--- src/smcp_map.svh ---
// Opcodes, status field positions, reset values and timing counts
`ifndef SMCP_MAP_SVH
`define SMCP_MAP_SVH
`define SMCP_OP_WRITE_STATUS_CMD 8'h01
`define SMCP_OP_WRITE 8'h02
`define SMCP_OP_READ 8'h03
`define SMCP_OP_CLEAR_WRITE_LATCH_CMD 8'h04
`define SMCP_OP_READ_STATUS_CMD 8'h05
`define SMCP_OP_SET_WRITE_LATCH_CMD 8'h06
`define SMCP_OP_SLEEP 8'hB9
`define SMCP_OP_WAKE 8'hAB
`define SMCP_BIT_LOCK 7
`define SMCP_BIT_BP_HI 3
`define SMCP_BIT_BP_LO 2
`define SMCP_BIT_WEL 1
`define SMCP_STATUS_RESET 8'h00
`define SMCP_SLEEP_TIME_NS 3000
`define SMCP_WAKE_TIME_NS 400
`define SMCP_CLK_NS 20
`define SMCP_SLEEP_CYCLES ((`SMCP_SLEEP_TIME_NS + `SMCP_CLK_NS - 1) / `SMCP_CLK_NS)
`define SMCP_WAKE_CYCLES ((`SMCP_WAKE_TIME_NS + `SMCP_CLK_NS - 1) / `SMCP_CLK_NS)
`define SMCP_SCK_HALF 4
`endif

--- src/smcp_pkg.sv ---
// Types for the two ends of the serial memory link: phases for the memory end, states for the host end
package smcp_pkg;
	typedef enum logic [2:0] {
		SMCP_PH_OPCODE,
		SMCP_PH_ADDR,
		SMCP_PH_DATA,
		SMCP_PH_STATUS,
		SMCP_PH_IGNORE
	} smcp_phase_type;
	typedef enum logic [2:0] {
		SMCP_M_IDLE,
		SMCP_M_LOAD,
		SMCP_M_LOW,
		SMCP_M_HIGH,
		SMCP_M_GAP
	} smcp_master_type;
endpackage

--- src/smcp_if.sv ---
// Serial link between memory end and bus master end
`timescale 1ns/1ns
interface smcp_if;
	logic sck;
	logic cs_b;
	logic mosi;
	logic miso;
	logic miso_oe;
	logic wp_b;
	modport mem (input sck, input cs_b, input mosi, input wp_b, output miso, output miso_oe);
	modport host (output sck, output cs_b, output mosi, output wp_b, input miso, input miso_oe);
endinterface

--- src/smcp_fifo.sv ---
// Small valid/ready FIFO used in the host's transmit data path
`timescale 1ns/1ns
module smcp_fifo #(
	parameter int WIDTH = 8,
	parameter int DEPTH = 4
) (
	input wire logic clk_in,
	input wire logic rst_b_in,
	input wire logic [WIDTH-1:0] in_data_in,
	input wire logic in_valid_in,
	output logic in_ready_out,
	output logic [WIDTH-1:0] out_data_out,
	output logic out_valid_out,
	input wire logic out_ready_in
);
	localparam int AW = $clog2(DEPTH);
	logic [WIDTH-1:0] mem [DEPTH];
	logic [AW-1:0] wr_ptr;
	logic [AW-1:0] rd_ptr;
	logic [AW:0] count;
	wire push = in_valid_in && in_ready_out;
	wire pop = out_valid_out && out_ready_in;
	assign in_ready_out = count != (AW+1)'(DEPTH);
	assign out_valid_out = count != '0;
	assign out_data_out = mem[rd_ptr];
	always_ff @(posedge clk_in) begin
		if (!rst_b_in) begin
			wr_ptr <= '0;
			rd_ptr <= '0;
			count <= '0;
		end else begin
			if (push) begin
				mem[wr_ptr] <= in_data_in;
				wr_ptr <= (wr_ptr == AW'(DEPTH - 1)) ? '0 : wr_ptr + 1'b1;
			end
			if (pop)
				rd_ptr <= (rd_ptr == AW'(DEPTH - 1)) ? '0 : rd_ptr + 1'b1;
			count <= count + (AW+1)'(push) - (AW+1)'(pop);
		end
	end
endmodule

--- src/smcp_host.sv ---
// Bus master end: issues one command per chip-select period over the link
`timescale 1ns/1ns
`include "smcp_map.svh"
module smcp_host (
	input wire logic REF_CLK_IN,
	input wire logic RST_B_IN,
	input wire logic [7:0] CMD_OPCODE_IN,
	input wire logic [23:0] CMD_ADDR_IN,
	input wire logic [15:0] CMD_LEN_IN,
	input wire logic CMD_VALID_IN,
	output logic CMD_READY_OUT,
	input wire logic [7:0] WR_DATA_IN,
	input wire logic WR_VALID_IN,
	output logic WR_READY_OUT,
	output logic [7:0] RD_DATA_OUT,
	output logic RD_VALID_OUT,
	input wire logic WP_B_IN,
	smcp_if.host LINK
);
	smcp_pkg::smcp_master_type state;
	logic [7:0] op;
	logic [23:0] addr;
	logic [15:0] left;
	logic [5:0] hdr_bytes;
	logic [2:0] bit_cnt;
	logic [7:0] tx;
	logic [7:0] rx;
	logic [7:0] div;
	logic [7:0] gap;
	logic sck;
	logic cs_b;
	logic mosi;
	logic wp_b;
	logic miso_m;
	logic miso_s;
	logic fifo_ready;
	logic [7:0] fifo_data;
	logic fifo_valid;
	logic fifo_take;
	logic data_byte;
	wire tick = div == 8'(`SMCP_SCK_HALF - 1);
	wire last_bit = bit_cnt == 3'h7;
	wire in_hdr = hdr_bytes != '0;
	wire is_rd = op == `SMCP_OP_READ || op == `SMCP_OP_READ_STATUS_CMD;
	// R13 24-bit address
	wire has_addr = op == `SMCP_OP_READ || op == `SMCP_OP_WRITE;
	// R11 status byte follows
	wire has_data = has_addr || op == `SMCP_OP_WRITE_STATUS_CMD || op == `SMCP_OP_READ_STATUS_CMD;
	wire need_wr = !in_hdr && !is_rd;
	wire [7:0] next_tx = in_hdr ? addr[23:16] : fifo_data;
	wire [7:0] rx_next = {rx[6:0], miso_s};
	wire fifo_in_valid = WR_VALID_IN && WR_READY_OUT;
	assign fifo_take = state == smcp_pkg::SMCP_M_HIGH && tick && last_bit && left != '0 && need_wr
		&& hdr_bytes == '0 && fifo_valid;
	smcp_fifo #(.WIDTH(8), .DEPTH(4)) u_fifo (
		.clk_in(REF_CLK_IN),
		.rst_b_in(RST_B_IN),
		.in_data_in(WR_DATA_IN),
		.in_valid_in(fifo_in_valid),
		.in_ready_out(fifo_ready),
		.out_data_out(fifo_data),
		.out_valid_out(fifo_valid),
		.out_ready_in(fifo_take)
	);
	assign LINK.sck = sck;
	assign LINK.cs_b = cs_b;
	assign LINK.mosi = mosi;
	assign LINK.wp_b = wp_b;
	always_ff @(posedge REF_CLK_IN) begin
		miso_m <= LINK.miso;
		miso_s <= miso_m;
		// Ready drops for a cycle after each accept, so a full FIFO is never offered
		WR_READY_OUT <= RST_B_IN && fifo_ready && !fifo_in_valid;
		wp_b <= WP_B_IN;
	end
	always_ff @(posedge REF_CLK_IN) begin
		if (!RST_B_IN) begin
			state <= smcp_pkg::SMCP_M_IDLE;
			sck <= 1'b0;
			cs_b <= 1'b1;
			mosi <= 1'b0;
			CMD_READY_OUT <= 1'b0;
			RD_VALID_OUT <= 1'b0;
			RD_DATA_OUT <= 8'h00;
			div <= 8'h00;
			gap <= 8'h00;
			bit_cnt <= 3'h0;
			op <= 8'h00;
			addr <= 24'h000000;
			left <= 16'h0000;
			hdr_bytes <= 6'h00;
			tx <= 8'h00;
			rx <= 8'h00;
			data_byte <= 1'b0;
		end else begin
			RD_VALID_OUT <= 1'b0;
			div <= tick ? 8'h00 : div + 8'h01;
			case (state)
				smcp_pkg::SMCP_M_IDLE: begin
					CMD_READY_OUT <= 1'b1;
					if (CMD_VALID_IN && CMD_READY_OUT) begin
						CMD_READY_OUT <= 1'b0;
						op <= CMD_OPCODE_IN;
						addr <= CMD_ADDR_IN;
						left <= CMD_LEN_IN;
						state <= smcp_pkg::SMCP_M_LOAD;
					end
				end
				smcp_pkg::SMCP_M_LOAD: begin
					// R20 R9 opcode first
					cs_b <= 1'b0;
					tx <= {op[6:0], 1'b0};
					mosi <= op[7];
					hdr_bytes <= has_addr ? 6'h03 : 6'h00;
					if (!has_data)
						left <= 16'h0000;
					bit_cnt <= 3'h0;
					data_byte <= 1'b0;
					div <= 8'h00;
					state <= smcp_pkg::SMCP_M_LOW;
				end
				smcp_pkg::SMCP_M_LOW: if (tick) begin
					sck <= 1'b1;
					state <= smcp_pkg::SMCP_M_HIGH;
				end
				smcp_pkg::SMCP_M_HIGH: if (tick) begin
					// Sample late in the bit: the answer returns through synchronisers
					rx <= rx_next;
					if (is_rd && data_byte && last_bit) begin
						RD_VALID_OUT <= 1'b1;
						RD_DATA_OUT <= rx_next;
					end
					if (!last_bit) begin
						sck <= 1'b0;
						mosi <= tx[7];
						tx <= {tx[6:0], 1'b0};
						bit_cnt <= bit_cnt + 3'h1;
						state <= smcp_pkg::SMCP_M_LOW;
					end else if (left == '0 || (need_wr && !fifo_valid)) begin
						// R20 whole bytes only
						sck <= 1'b0;
						cs_b <= 1'b1;
						gap <= 8'h00;
						state <= smcp_pkg::SMCP_M_GAP;
					end else begin
						sck <= 1'b0;
						bit_cnt <= 3'h0;
						data_byte <= !in_hdr;
						if (in_hdr) begin
							hdr_bytes <= hdr_bytes - 6'h01;
							addr <= {addr[15:0], 8'h00};
						end else
							left <= left - 16'h0001;
						mosi <= next_tx[7];
						tx <= {next_tx[6:0], 1'b0};
						state <= smcp_pkg::SMCP_M_LOW;
					end
				end
				smcp_pkg::SMCP_M_GAP: begin
					// R19 select high gap
					gap <= gap + 8'h01;
					if (gap == 8'(`SMCP_WAKE_CYCLES))
						state <= smcp_pkg::SMCP_M_IDLE;
				end
				default: state <= smcp_pkg::SMCP_M_IDLE;
			endcase
		end
	end
endmodule

--- src/flat_wrapper.sv ---
// flat-port wrapper written by rule: the top's interface ports become plain ports
module smcp_host_flat 
  (REF_CLK_IN, RST_B_IN, CMD_OPCODE_IN, CMD_ADDR_IN, CMD_LEN_IN, CMD_VALID_IN, CMD_READY_OUT, WR_DATA_IN, WR_VALID_IN, WR_READY_OUT, RD_DATA_OUT, RD_VALID_OUT, WP_B_IN, LINK_sck, LINK_cs_b, LINK_mosi, LINK_wp_b, LINK_miso, LINK_miso_oe);
  smcp_if LINK_i ();
  input wire logic REF_CLK_IN;
  input wire logic RST_B_IN;
  input wire logic [7:0] CMD_OPCODE_IN;
  input wire logic [23:0] CMD_ADDR_IN;
  input wire logic [15:0] CMD_LEN_IN;
  input wire logic CMD_VALID_IN;
  output logic CMD_READY_OUT;
  input wire logic [7:0] WR_DATA_IN;
  input wire logic WR_VALID_IN;
  output logic WR_READY_OUT;
  output logic [7:0] RD_DATA_OUT;
  output logic RD_VALID_OUT;
  input wire logic WP_B_IN;
  output wire logic [$bits(LINK_i.sck)-1:0] LINK_sck;
  output wire logic [$bits(LINK_i.cs_b)-1:0] LINK_cs_b;
  output wire logic [$bits(LINK_i.mosi)-1:0] LINK_mosi;
  output wire logic [$bits(LINK_i.wp_b)-1:0] LINK_wp_b;
  input wire logic [$bits(LINK_i.miso)-1:0] LINK_miso;
  input wire logic [$bits(LINK_i.miso_oe)-1:0] LINK_miso_oe;
  assign LINK_sck = LINK_i.sck;
  assign LINK_cs_b = LINK_i.cs_b;
  assign LINK_mosi = LINK_i.mosi;
  assign LINK_wp_b = LINK_i.wp_b;
  assign LINK_i.miso = LINK_miso;
  assign LINK_i.miso_oe = LINK_miso_oe;
  smcp_host u_core (.REF_CLK_IN(REF_CLK_IN), .RST_B_IN(RST_B_IN), .CMD_OPCODE_IN(CMD_OPCODE_IN), .CMD_ADDR_IN(CMD_ADDR_IN), .CMD_LEN_IN(CMD_LEN_IN), .CMD_VALID_IN(CMD_VALID_IN), .CMD_READY_OUT(CMD_READY_OUT), .WR_DATA_IN(WR_DATA_IN), .WR_VALID_IN(WR_VALID_IN), .WR_READY_OUT(WR_READY_OUT), .RD_DATA_OUT(RD_DATA_OUT), .RD_VALID_OUT(RD_VALID_OUT), .WP_B_IN(WP_B_IN), .LINK(LINK_i));
endmodule
--- config.mk ---
export PLATFORM = sky130hd
export DESIGN_NAME = smcp_host_flat
export DESIGN_NICKNAME = d
export VERILOG_FILES = /design/src/smcp_pkg.sv /design/src/smcp_if.sv /design/src/smcp_fifo.sv /design/src/smcp_host.sv /design/src/flat_wrapper.sv
export VERILOG_INCLUDE_DIRS = /design/src
export SDC_FILE = /design/constraint.sdc
export NUM_CORES = 1
export LEC_CHECK = 0
export BUFFER_PORTS_ARGS = -buffer_cell sky130_fd_sc_hd__buf_2
export CAP_MARGIN = 30
export CORE_ASPECT_RATIO = 0.9
export CORE_MARGIN = 2
export CORE_UTILIZATION = 50
export DETAILED_ROUTE_END_ITERATION = 12
export PLACE_DENSITY = 0.68
export SYNTH_ARGS = -nofsm -noshare
export SYNTH_HDL_FRONTEND = slang
export SYNTH_SLANG_ARGS = --single-unit
--- constraint.sdc ---
create_clock -name REF_CLK_IN -period 3.81 [get_ports REF_CLK_IN]
set_input_delay 0.381 -clock REF_CLK_IN [delete_from_list [all_inputs] [get_ports REF_CLK_IN]]
set_output_delay 0.381 -clock REF_CLK_IN [all_outputs]
set_load 0.02 [all_outputs]
======== Word level (Yosys, flattened, before mapping) ========
Memory sizes are Yosys's and may differ from the RTL's. A register that Yosys moved wholly into a read port is not among the register bits.
Index checks and enable logic that the tools add are counted.
W data, S select, Z words.
operators by class
  add/sub/neg operators ................... 9
  eq/ne operators ......................... 25
  multiplexer cells ....................... 63
  bitwise operators ....................... 1
  reduce and logical (&&, ||, !) cells .... 50
operator list
  kind                     number
  $mux W24                 5
  $mux W16                 6
  $mux W8                  7
  $pmux W16 S3             1
  $pmux W24 S2             1
  $pmux W8 S2              2
  $mux W3                  9
  $eq A8 B2 Y1 const B     3
  $mux W6                  4
  $add A8 B1 Y8 const B    2
  $logic_and A1 B1 Y1      16
  $logic_not A16 Y1        1
  $mux W1                  16
  $reduce_and A4 Y1        4
  $reduce_bool A16 Y1      1
  $sub A16 B1 Y16 const B  1
  $pmux W3 S5              1
  $ne A2 B1 Y1 const B     6
  $pmux W6 S2              1
  $reduce_and A3 Y1        4
  $mux W2                  5
  $eq A8 B1 Y1 const B     1
  $eq A8 B3 Y1 const B     1
  $eq A8 B5 Y1 const B     1
  26 further kinds         49
storage, ports and cells
  bits in registers ....................... 116
  memory bits (writable) .................. 32
  bits of input ports ..................... 63
  output and inout port bits .............. 15
  memories ................................ 1
memory list
  memory             words  bits a word  rd ports  clocked after memory_dff  wr ports  RTL line         text
  u_core.u_fifo.mem  4      8            1         1                         1         smcp_fifo.sv:17  logic [WIDTH-1:0] mem [DEPTH];

======== Depth between registers and ports, before layout ========
Gate-level depths: netlist (run 1).
  word-level depth ........................ 10
  mapped depth ............................ 12
  depth with buffers taken out ............ 11

======== Cells and area by module ========
Synthesis (run 1) repeated with hierarchy kept, for this count alone.
unflattened totals
  cells, all modules ...................... 721
  area, all modules ....................... 6829.0 µm²
by module, submodules not included
  module     times used  cells each  area each (µm²)  seq. area each (µm²)
  smcp_host  1           627         5190.0           2162.1
  smcp_fifo  1           94          1639.1           1141.1

======== Worst setup path after synthesis (run 1) ========
OpenSTA, ideal clock, no wires.
  path kind ............................... flip-flop to flip-flop
  start ................................... register u_core.hdr_bytes[0]
  end ..................................... register u_core.u_fifo.count[1]
  data arrival time ....................... 2.557 ns
  slack ................................... 1.138 ns
  cell stages (with the launch flop) ...... 12
  buffers on the path ..................... 1
  period minus slack after synthesis ...... 2.672 ns
  cells stage by stage .................... dfxtp_1 -> inv_1 -> ha_1 -> nor2b_1 -> buf_1 -> nand2_1 -> nor4b_2 -> ha_1 -> inv_1 -> ha_1 -> fa_1 -> and2_1
between the ends
  cells in the longest elaborated chain, start to end .. 8
  elaborated cells on any way between the ends .. 9
  those cells by class .................... add/sub (1); reduce/logical (8)
ends and longest elaborated chain
  what                                  RTL line          text
  from (decl)                           smcp_host.sv:24   logic [5:0] hdr_bytes;
  from (signal assigned)                smcp_host.sv:114  hdr_bytes <= has_addr ? 6'h03 : 6'h00;
  from (signal assigned)                smcp_host.sv:150  hdr_bytes <= hdr_bytes - 6'h01;
  $reduce_bool A6 Y1                    smcp_host.sv:43   wire in_hdr = hdr_bytes != '0;
  $logic_not A1 Y1                      smcp_host.sv:49   wire need_wr = !in_hdr && !is_rd;
  $logic_and A1 B1 Y1                   smcp_host.sv:49
  $logic_and A1 B1 Y1                   smcp_host.sv:53   assign fifo_take = state == smcp_pkg::SMCP_M_HIGH && tick && last_bit && left != '0 && need_wr
  $logic_and A1 B1 Y1 (*) (2 in a row)  smcp_host.sv:54   && hdr_bytes == '0 && fifo_valid;
  $logic_and A1 B1 Y1 (*)               smcp_fifo.sv:22   wire pop = out_valid_out && out_ready_in;
  $sub A3 B1 Y3 (*)                     smcp_fifo.sv:38   count <= count + (AW+1)'(push) - (AW+1)'(pop);
  to (signal assigned)                  smcp_fifo.sv:38
  to (decl)                             smcp_fifo.sv:20   logic [AW:0] count;
Every way passes the cells marked *; elsewhere a longest branch is shown, timed or not.
A chain may end at the register's enable or synchronous reset.

======== Final worst setup path (run 1) ========
  start ................................... register u_core.state[2]
  end ..................................... register u_core.addr[18]
between the ends
  cells in the longest elaborated chain, start to end .. 3
  elaborated cells on any way between the ends .. 10
  those cells by class .................... eq/ne (6); mux (1); reduce/logical (3)
ends and longest elaborated chain
  what                                                   RTL line          text
  from (decl)                                            smcp_host.sv:20   smcp_pkg::smcp_master_type state;
  from (signal assigned)                                 smcp_host.sv:78   state <= smcp_pkg::SMCP_M_IDLE;
  from (signal assigned)                                 smcp_host.sv:106  state <= smcp_pkg::SMCP_M_LOAD;
  from (signal assigned)                                 smcp_host.sv:120  state <= smcp_pkg::SMCP_M_LOW;
  $eq A3 B2 Y1 or $logic_not A3 Y1 (tied branches)       smcp_host.sv:98   case (state)
  $ne A2 B1 Y1 (no source line) (tied with other cells)  -
  $reduce_and A6 Y1 (no source line)                     -
  to (signal assigned)                                   smcp_host.sv:151  addr <= {addr[15:0], 8'h00};
  to (decl)                                              smcp_host.sv:22   logic [23:0] addr;
Several ways; a longest one is shown, not always the timed one.

==> flow_metrics.env, run 1 <==
export IMPL_grt_util_met1=0.325
export IMPL_n_antenna_cell=0
export IMPL_syn_inst=763
export IMPL_netlist_area_um2=7120
export IMPL_cts_buffers=17
export IMPL_fill_cells=1227
export IMPL_dp_hpwl_mm=12.4
export IMPL_timing_setup_tns_ns=0
export IMPL_hold_class="primary input to register"
export IMPL_post_cts_resized=0
export IMPL_ys_top_cells_by_area="dfxtp_1 (33%), edfxtp_1 (13%), nand2_1 (6.0%)"
export IMPL_post_cts_buffers=0
export IMPL_cts_path_max_buffers=2
export IMPL_synth_warning_count=0
export IMPL_use_met3=0.0518
export IMPL_drive_above_1_share=0.172
export IMPL_synth_async_reset_ratio=0
export IMPL_ys_seq_area_frac=0.464
export IMPL_numPortBuffers=76
export IMPL_synth_main_ff_cell="dfxtp_1"
export IMPL_dieArea_um2=15200
export IMPL_avgRoutedWirePerCell_um=17.6
export IMPL_post_route_period_util=0.801
export IMPL_vias_per_cell=6.02
export IMPL_clkSlewWorstSetupHoldPaths_ns=0.06
export IMPL_io_pins=78
export IMPL_drcViolationCount=0
export IMPL_p_total_w=0.00404
export IMPL_place_congestion=0.887
export IMPL_slew_viol_final=0
export IMPL_core_area_um2=14000
export IMPL_synth_edf_count=32
export IMPL_wl_mm=18.1
export IMPL_vias=6192
export IMPL_nets=902
export IMPL_crit_path_start_kind="register"
export IMPL_finalSetupViolCount=0
export IMPL_ys_ff_latch=149
export IMPL_synth_distinct_cells=72
export IMPL_clk_root_buffer_cell="clkbuf_16"
export IMPL_start_util=0.510
export IMPL_antenna_found_initial=0
export IMPL_final_util=0.590
export IMPL_htreeDepth=4
export IMPL_synth_top_cell_by_area="dfxtp_1"
export IMPL_drt_iter0_drc=688
export IMPL_grt_usage=0.248
export IMPL_avgSynthCellArea_um2=9.33
export IMPL_layout_commonest_cell="dfxtp_1"
export IMPL_relSlewSlack=0.278
export IMPL_cap_violations=0
export IMPL_grt_pass1_vias=5909
export IMPL_hold_buffers=0
export IMPL_grt_busiest_layer="met2"
export IMPL_end_kind="register"
export IMPL_fmax_mhz=328
export IMPL_use_met2=0.410
export IMPL_syn_to_final_growth_pct=15.6
export IMPL_syn_nets=843
export IMPL_overflow=0
export IMPL_die_x_um=130
export IMPL_mostFrequentLayoutCells="dfxtp_1 (117), nand2_1 (113), buf_2 (76)"
export IMPL_firstDrtPassIters=5
export IMPL_critical_path_class="register to register"
export IMPL_crit_arrival_ns=3.29
export IMPL_path_max_fanout=18
export IMPL_power_density_nw_per_um2=492
export IMPL_min_period_ns=3.05
export IMPL_tritoncts="yes"
export IMPL_synth_top_area_frac=0.329
export IMPL_grt_max_degree=56
export IMPL_grt_pass1_wl_mm=29.3
export IMPL_antenna_left=0
export IMPL_tightest_slew_ns=1.08
export IMPL_hold_violations=0
export IMPL_power_leakage_nw=3.15
export IMPL_clk_latency_ns=0.43
export IMPL_cp_required_ns=4.05
export IMPL_skew_ns=0.00849
export IMPL_row_count=41
export IMPL_ir_drop_v=0.000368
export IMPL_rsz0062_at_grt="false"
export IMPL_dieHeight_um=117
export IMPL_r2r_slack_ns=0.76
export IMPL_clock_sinks=149
export IMPL_outcome="finished clean"
-- worst max-delay path, stage by stage, from the launching register on --
cell,delay [ns]
dfxtp_1,0.41
nor3_1,0.32
and3_1,0.71
nor2_1,0.31
nor2_1,0.89
a311oi_1,0.21
-- synthesized netlist by cell type (13+ instances only) --
library cell	count
a21oi_1	66
a311oi_1	18
a32o_1	13
clkbuf_1	33
dfxtp_1	117
edfxtp_1	32
ha_1	16
inv_1	19
mux2i_1	22
nand2_1	113
nand3_1	27
nor2_1	43
nor3_1	17
o21ai_0	41
or4_1	13
-- layer usage --
| layer | part of all wire | vias up |
|---|---|---|
| met4 | 0.017 | 0 |
| met3 | 0.068 | 30 |
| li1 | - | 2953 |
| met2 | 0.48 | 271 |
| met5 | 0 | - |
| met1 | 0.43 | 2938 |
-- power by group --
group	switching [W]	total (W)	internal, W
sequential	0.0000643	0.00174	0.00168
combinational	0.000329	0.000509	0.000181
clock	0.000729	0.00179	0.00106
total	0.00112	0.00404	0.00292
-- final cells by class --
cell class	count	area [um^2]	share of cell area
Multi-Input combinational cell	547	3510	0.427
Clock buffer	17	425	0.0517
Inverter	19	71.3	0.00867
Clock inverter	15	206	0.0251
Sequential cell	149	3300	0.401
Timing Repair Buffer	88	470	0.0572
Tap cell	193	241	0.0293
-- registers in the layout (all words and copies together) (netlist names), 2 cells and up, named ones only --
signal / flops
u_core.RD_DATA_OUT: 8
u_core.addr: 24
u_core.bit_cnt: 3
u_core.div: 8
u_core.gap: 8
u_core.hdr_bytes: 6
u_core.left: 16
u_core.op: 8
u_core.rx: 7
u_core.state: 3
u_core.tx: 7
u_core.u_fifo.count: 3
u_core.u_fifo.mem: 32
u_core.u_fifo.rd_ptr: 2
u_core.u_fifo.wr_ptr: 2
-- cells by family after synthesis --
group | count (synthesis) | synth area share
compound gates | 200 | 0.185
xor+xnor | 11 | 0.0135
buf+inv | 67 | 0.0429
simple gates | 289 | 0.208
mux | 30 | 0.0562
flops | 149 | 0.464
fa+ha+maj | 17 | 0.0309
-- stage by stage --
step	instance area (um^2)	hold WS, ns	setup WS (ns)	instances
2_1_floorplan	7120	0.310	1.14	763
3_3_place_gp	7600	0.313	0.881	996
3_5_place_dp	7600	0.312	0.859	996
4_1_cts	8230	0.0483	0.838	1028
5_1_grt	8230	0.0355	0.530	1028
6_report	8230	0.0567	0.760	1028
-- worst paths after layout --
path	from	end	depth (start not counted)
setup / recovery	u_core.state[2]	u_core.addr[18]	5
hold / removal	WP_B_IN	u_core.LINK.wp_b	1
setup reg to reg	u_core.state[2]	u_core.addr[18]	5
hold reg to reg	u_core.miso_m	u_core.miso_s	0
(Power assumes the default switching activity.)
==> run 2: changes to the inputs <==
==> constraint.sdc (replaced) <==
create_clock -name REF_CLK_IN -period 3.15 [get_ports REF_CLK_IN]
set_input_delay 0.315 -clock REF_CLK_IN [delete_from_list [all_inputs] [get_ports REF_CLK_IN]]
set_output_delay 0.315 -clock REF_CLK_IN [all_outputs]
set_load 0.02 [all_outputs]
==> flow_metrics.env, run 2 (synthesis results as in run 1) <==
export IMPL_post_cts_resized=0
export IMPL_clock_sinks=149
export IMPL_fmax_mhz=360
export IMPL_grt_pass1_wl_mm=29.0
export IMPL_worst_slack_ns=0.370
export IMPL_io_pins=78
export IMPL_clk_root_buffer_cell="clkbuf_16"
export IMPL_post_route_period_util=0.883
export IMPL_slew_viol_final=0
export IMPL_place_congestion=0.917
export IMPL_min_period_ns=2.78
export IMPL_dieArea_um2=15200
export IMPL_row_count=41
export IMPL_post_cts_buffers=0
export IMPL_die_x_um=130
export IMPL_reg2reg_from="u_core.left[0]"
export IMPL_tritoncts="yes"
export IMPL_crit_path_frequent_cell="ha_1"
export IMPL_vias_per_cell=5.96
export IMPL_path_max_fanout=6
export IMPL_grt_usage=0.243
export IMPL_rsz0062_at_grt="false"
export IMPL_layout_commonest_cell="dfxtp_1"
export IMPL_nets=915
export IMPL_dp_hpwl_mm=12.4
export IMPL_relSlewSlack=0.440
export IMPL_timing_setup_tns_ns=0
export IMPL_grt_pass1_vias=5969
export IMPL_numPortBuffers=76
export IMPL_largest_reg_flops=32
export IMPL_firstDrtPassIters=5
export IMPL_antenna_left=0
export IMPL_critical_path_class="register to register"
export IMPL_critPathTopFamily="adder cells"
export IMPL_start_util=0.510
export IMPL_slowest_stage="dfxtp_1"
export IMPL_cp_endpoint="u_core.u_fifo.count[1]"
export IMPL_reg_top3="u_core.u_fifo.mem x32, u_core.addr x24, u_core.left x16"
export IMPL_avgRoutedWirePerCell_um=17.2
export IMPL_r2r_slack_ns=0.37
export IMPL_grt_max_degree=39
export IMPL_cp_required_ns=3.48
export IMPL_antenna_found_initial=0
export IMPL_dp_slack_ns=0.417
export IMPL_vias=6203
export IMPL_cts_path_max_buffers=2
export IMPL_core_area_um2=14000
export IMPL_max_stage_delay_ns=0.42
export IMPL_end_kind="register"
export IMPL_overflow=0
export IMPL_n_antenna_cell=0
export IMPL_path_cells="inv_1 > ha_1 > nor4b_1 > and4_1 > nor4b_2 > buf_4 > ha_1 > inv_1 > ha_1 > fa_1 > and2_1"
export IMPL_power_density_nw_per_um2=591
export IMPL_tightest_slew_ns=0.837
export IMPL_power_leakage_nw=3.21
export IMPL_dieHeight_um=117
export IMPL_drt_iter0_drc=595
export IMPL_cts_buffers=17
export IMPL_drcViolationCount=0
export IMPL_mostFrequentLayoutCells="dfxtp_1 (117), nand2_1 (113), buf_2 (77)"
export IMPL_wl_mm=17.9
export IMPL_drive_above_1_share=0.183
export IMPL_syn_to_final_growth_pct=17.1
export IMPL_crit_path_start_kind="register"
export IMPL_crit_cells=11
export IMPL_crit_arrival_ns=3.11
export IMPL_hold_violations=0
export IMPL_outcome="finished clean"
export IMPL_cap_violations=0
export IMPL_clkSlewWorstSetupHoldPaths_ns=0.06
export IMPL_htreeDepth=4
export IMPL_timing_rr_end="u_core.u_fifo.count[1]"
export IMPL_path_buf_inv=3
export IMPL_hold_class="primary input to register"
export IMPL_clk_latency_ns=0.43
export IMPL_finalSetupViolCount=0
export IMPL_regMostFlops="u_core.u_fifo.mem"
export IMPL_skew_ns=0.00821
export IMPL_r2r_cells=11
export IMPL_ir_drop_v=0.000409
export IMPL_critPathLaunch="u_core.left[0]"
==> run 2: power breakdown <==
part | total (W) | internal (W) | switching, W
registers | 0.00210 | 0.00203 | 0.0000712
clock network | 0.00217 | 0.00128 | 0.000889
logic | 0.000653 | 0.000240 | 0.000414
==> run 2: worst min path at each step <==
stage,slack [ns],depth (start not counted),from,to
final,0.07,2,WR_VALID_IN,u_core.WR_READY_OUT
after global routing,0.08,2,WR_VALID_IN,u_core.WR_READY_OUT
after CTS,0.06,2,WR_VALID_IN,u_core.WR_READY_OUT
after detailed placement,0.32,0,u_core.miso_m,u_core.miso_s
after global placement,0.31,0,u_core.miso_m,u_core.miso_s
after floorplan,0.31,0,u_core.miso_m,u_core.miso_s
==> run 2: per-layer routing <==
metal  GRT usage  vias to the layer above  share of wire
met5           0                        -              0
met4      0.0853                        0          0.018
met3      0.0600                       27          0.067
met2       0.395                      248           0.48
met1       0.320                     2945           0.44
li1            -                     2983              -
==> run 2: area by class of cell <==
class | count | area, um^2
tap | 193 | 241
timing repair buffer | 101 | 571
sequential | 149 | 3300
inverter | 19 | 71.3
clock inverter | 15 | 210
multi-input combinational | 547 | 3510
fill | 1246 | 5620
clock buffer | 17 | 425
==> run 2: repair_timing <==
| item | in CTS | in global routing |
|---|---|---|
| endpoints found under the hold margin | 2 | 0 |
| setup endpoints to repair | 0 | 0 |
| hold buffers | 2 | 0 |
==> run 2: through the flow <==
| stage | cell area, um^2 | power (W) | util | instances | hold WS [ns] |
|---|---|---|---|---|---|
| floorplan | 7120 | 0.00257 | - | 763 | 0.310 |
| global placement | 7670 | 0.00275 | 0.550 | 1006 | 0.313 |
| detailed placement | 7670 | 0.00277 | 0.550 | 1006 | 0.324 |
| CTS | 8330 | 0.00494 | 0.597 | 1040 | 0.0582 |
| global route | 8330 | 0.00511 | 0.597 | 1041 | 0.0792 |
| finish | 8330 | 0.00493 | 0.597 | 1041 | 0.0699 |
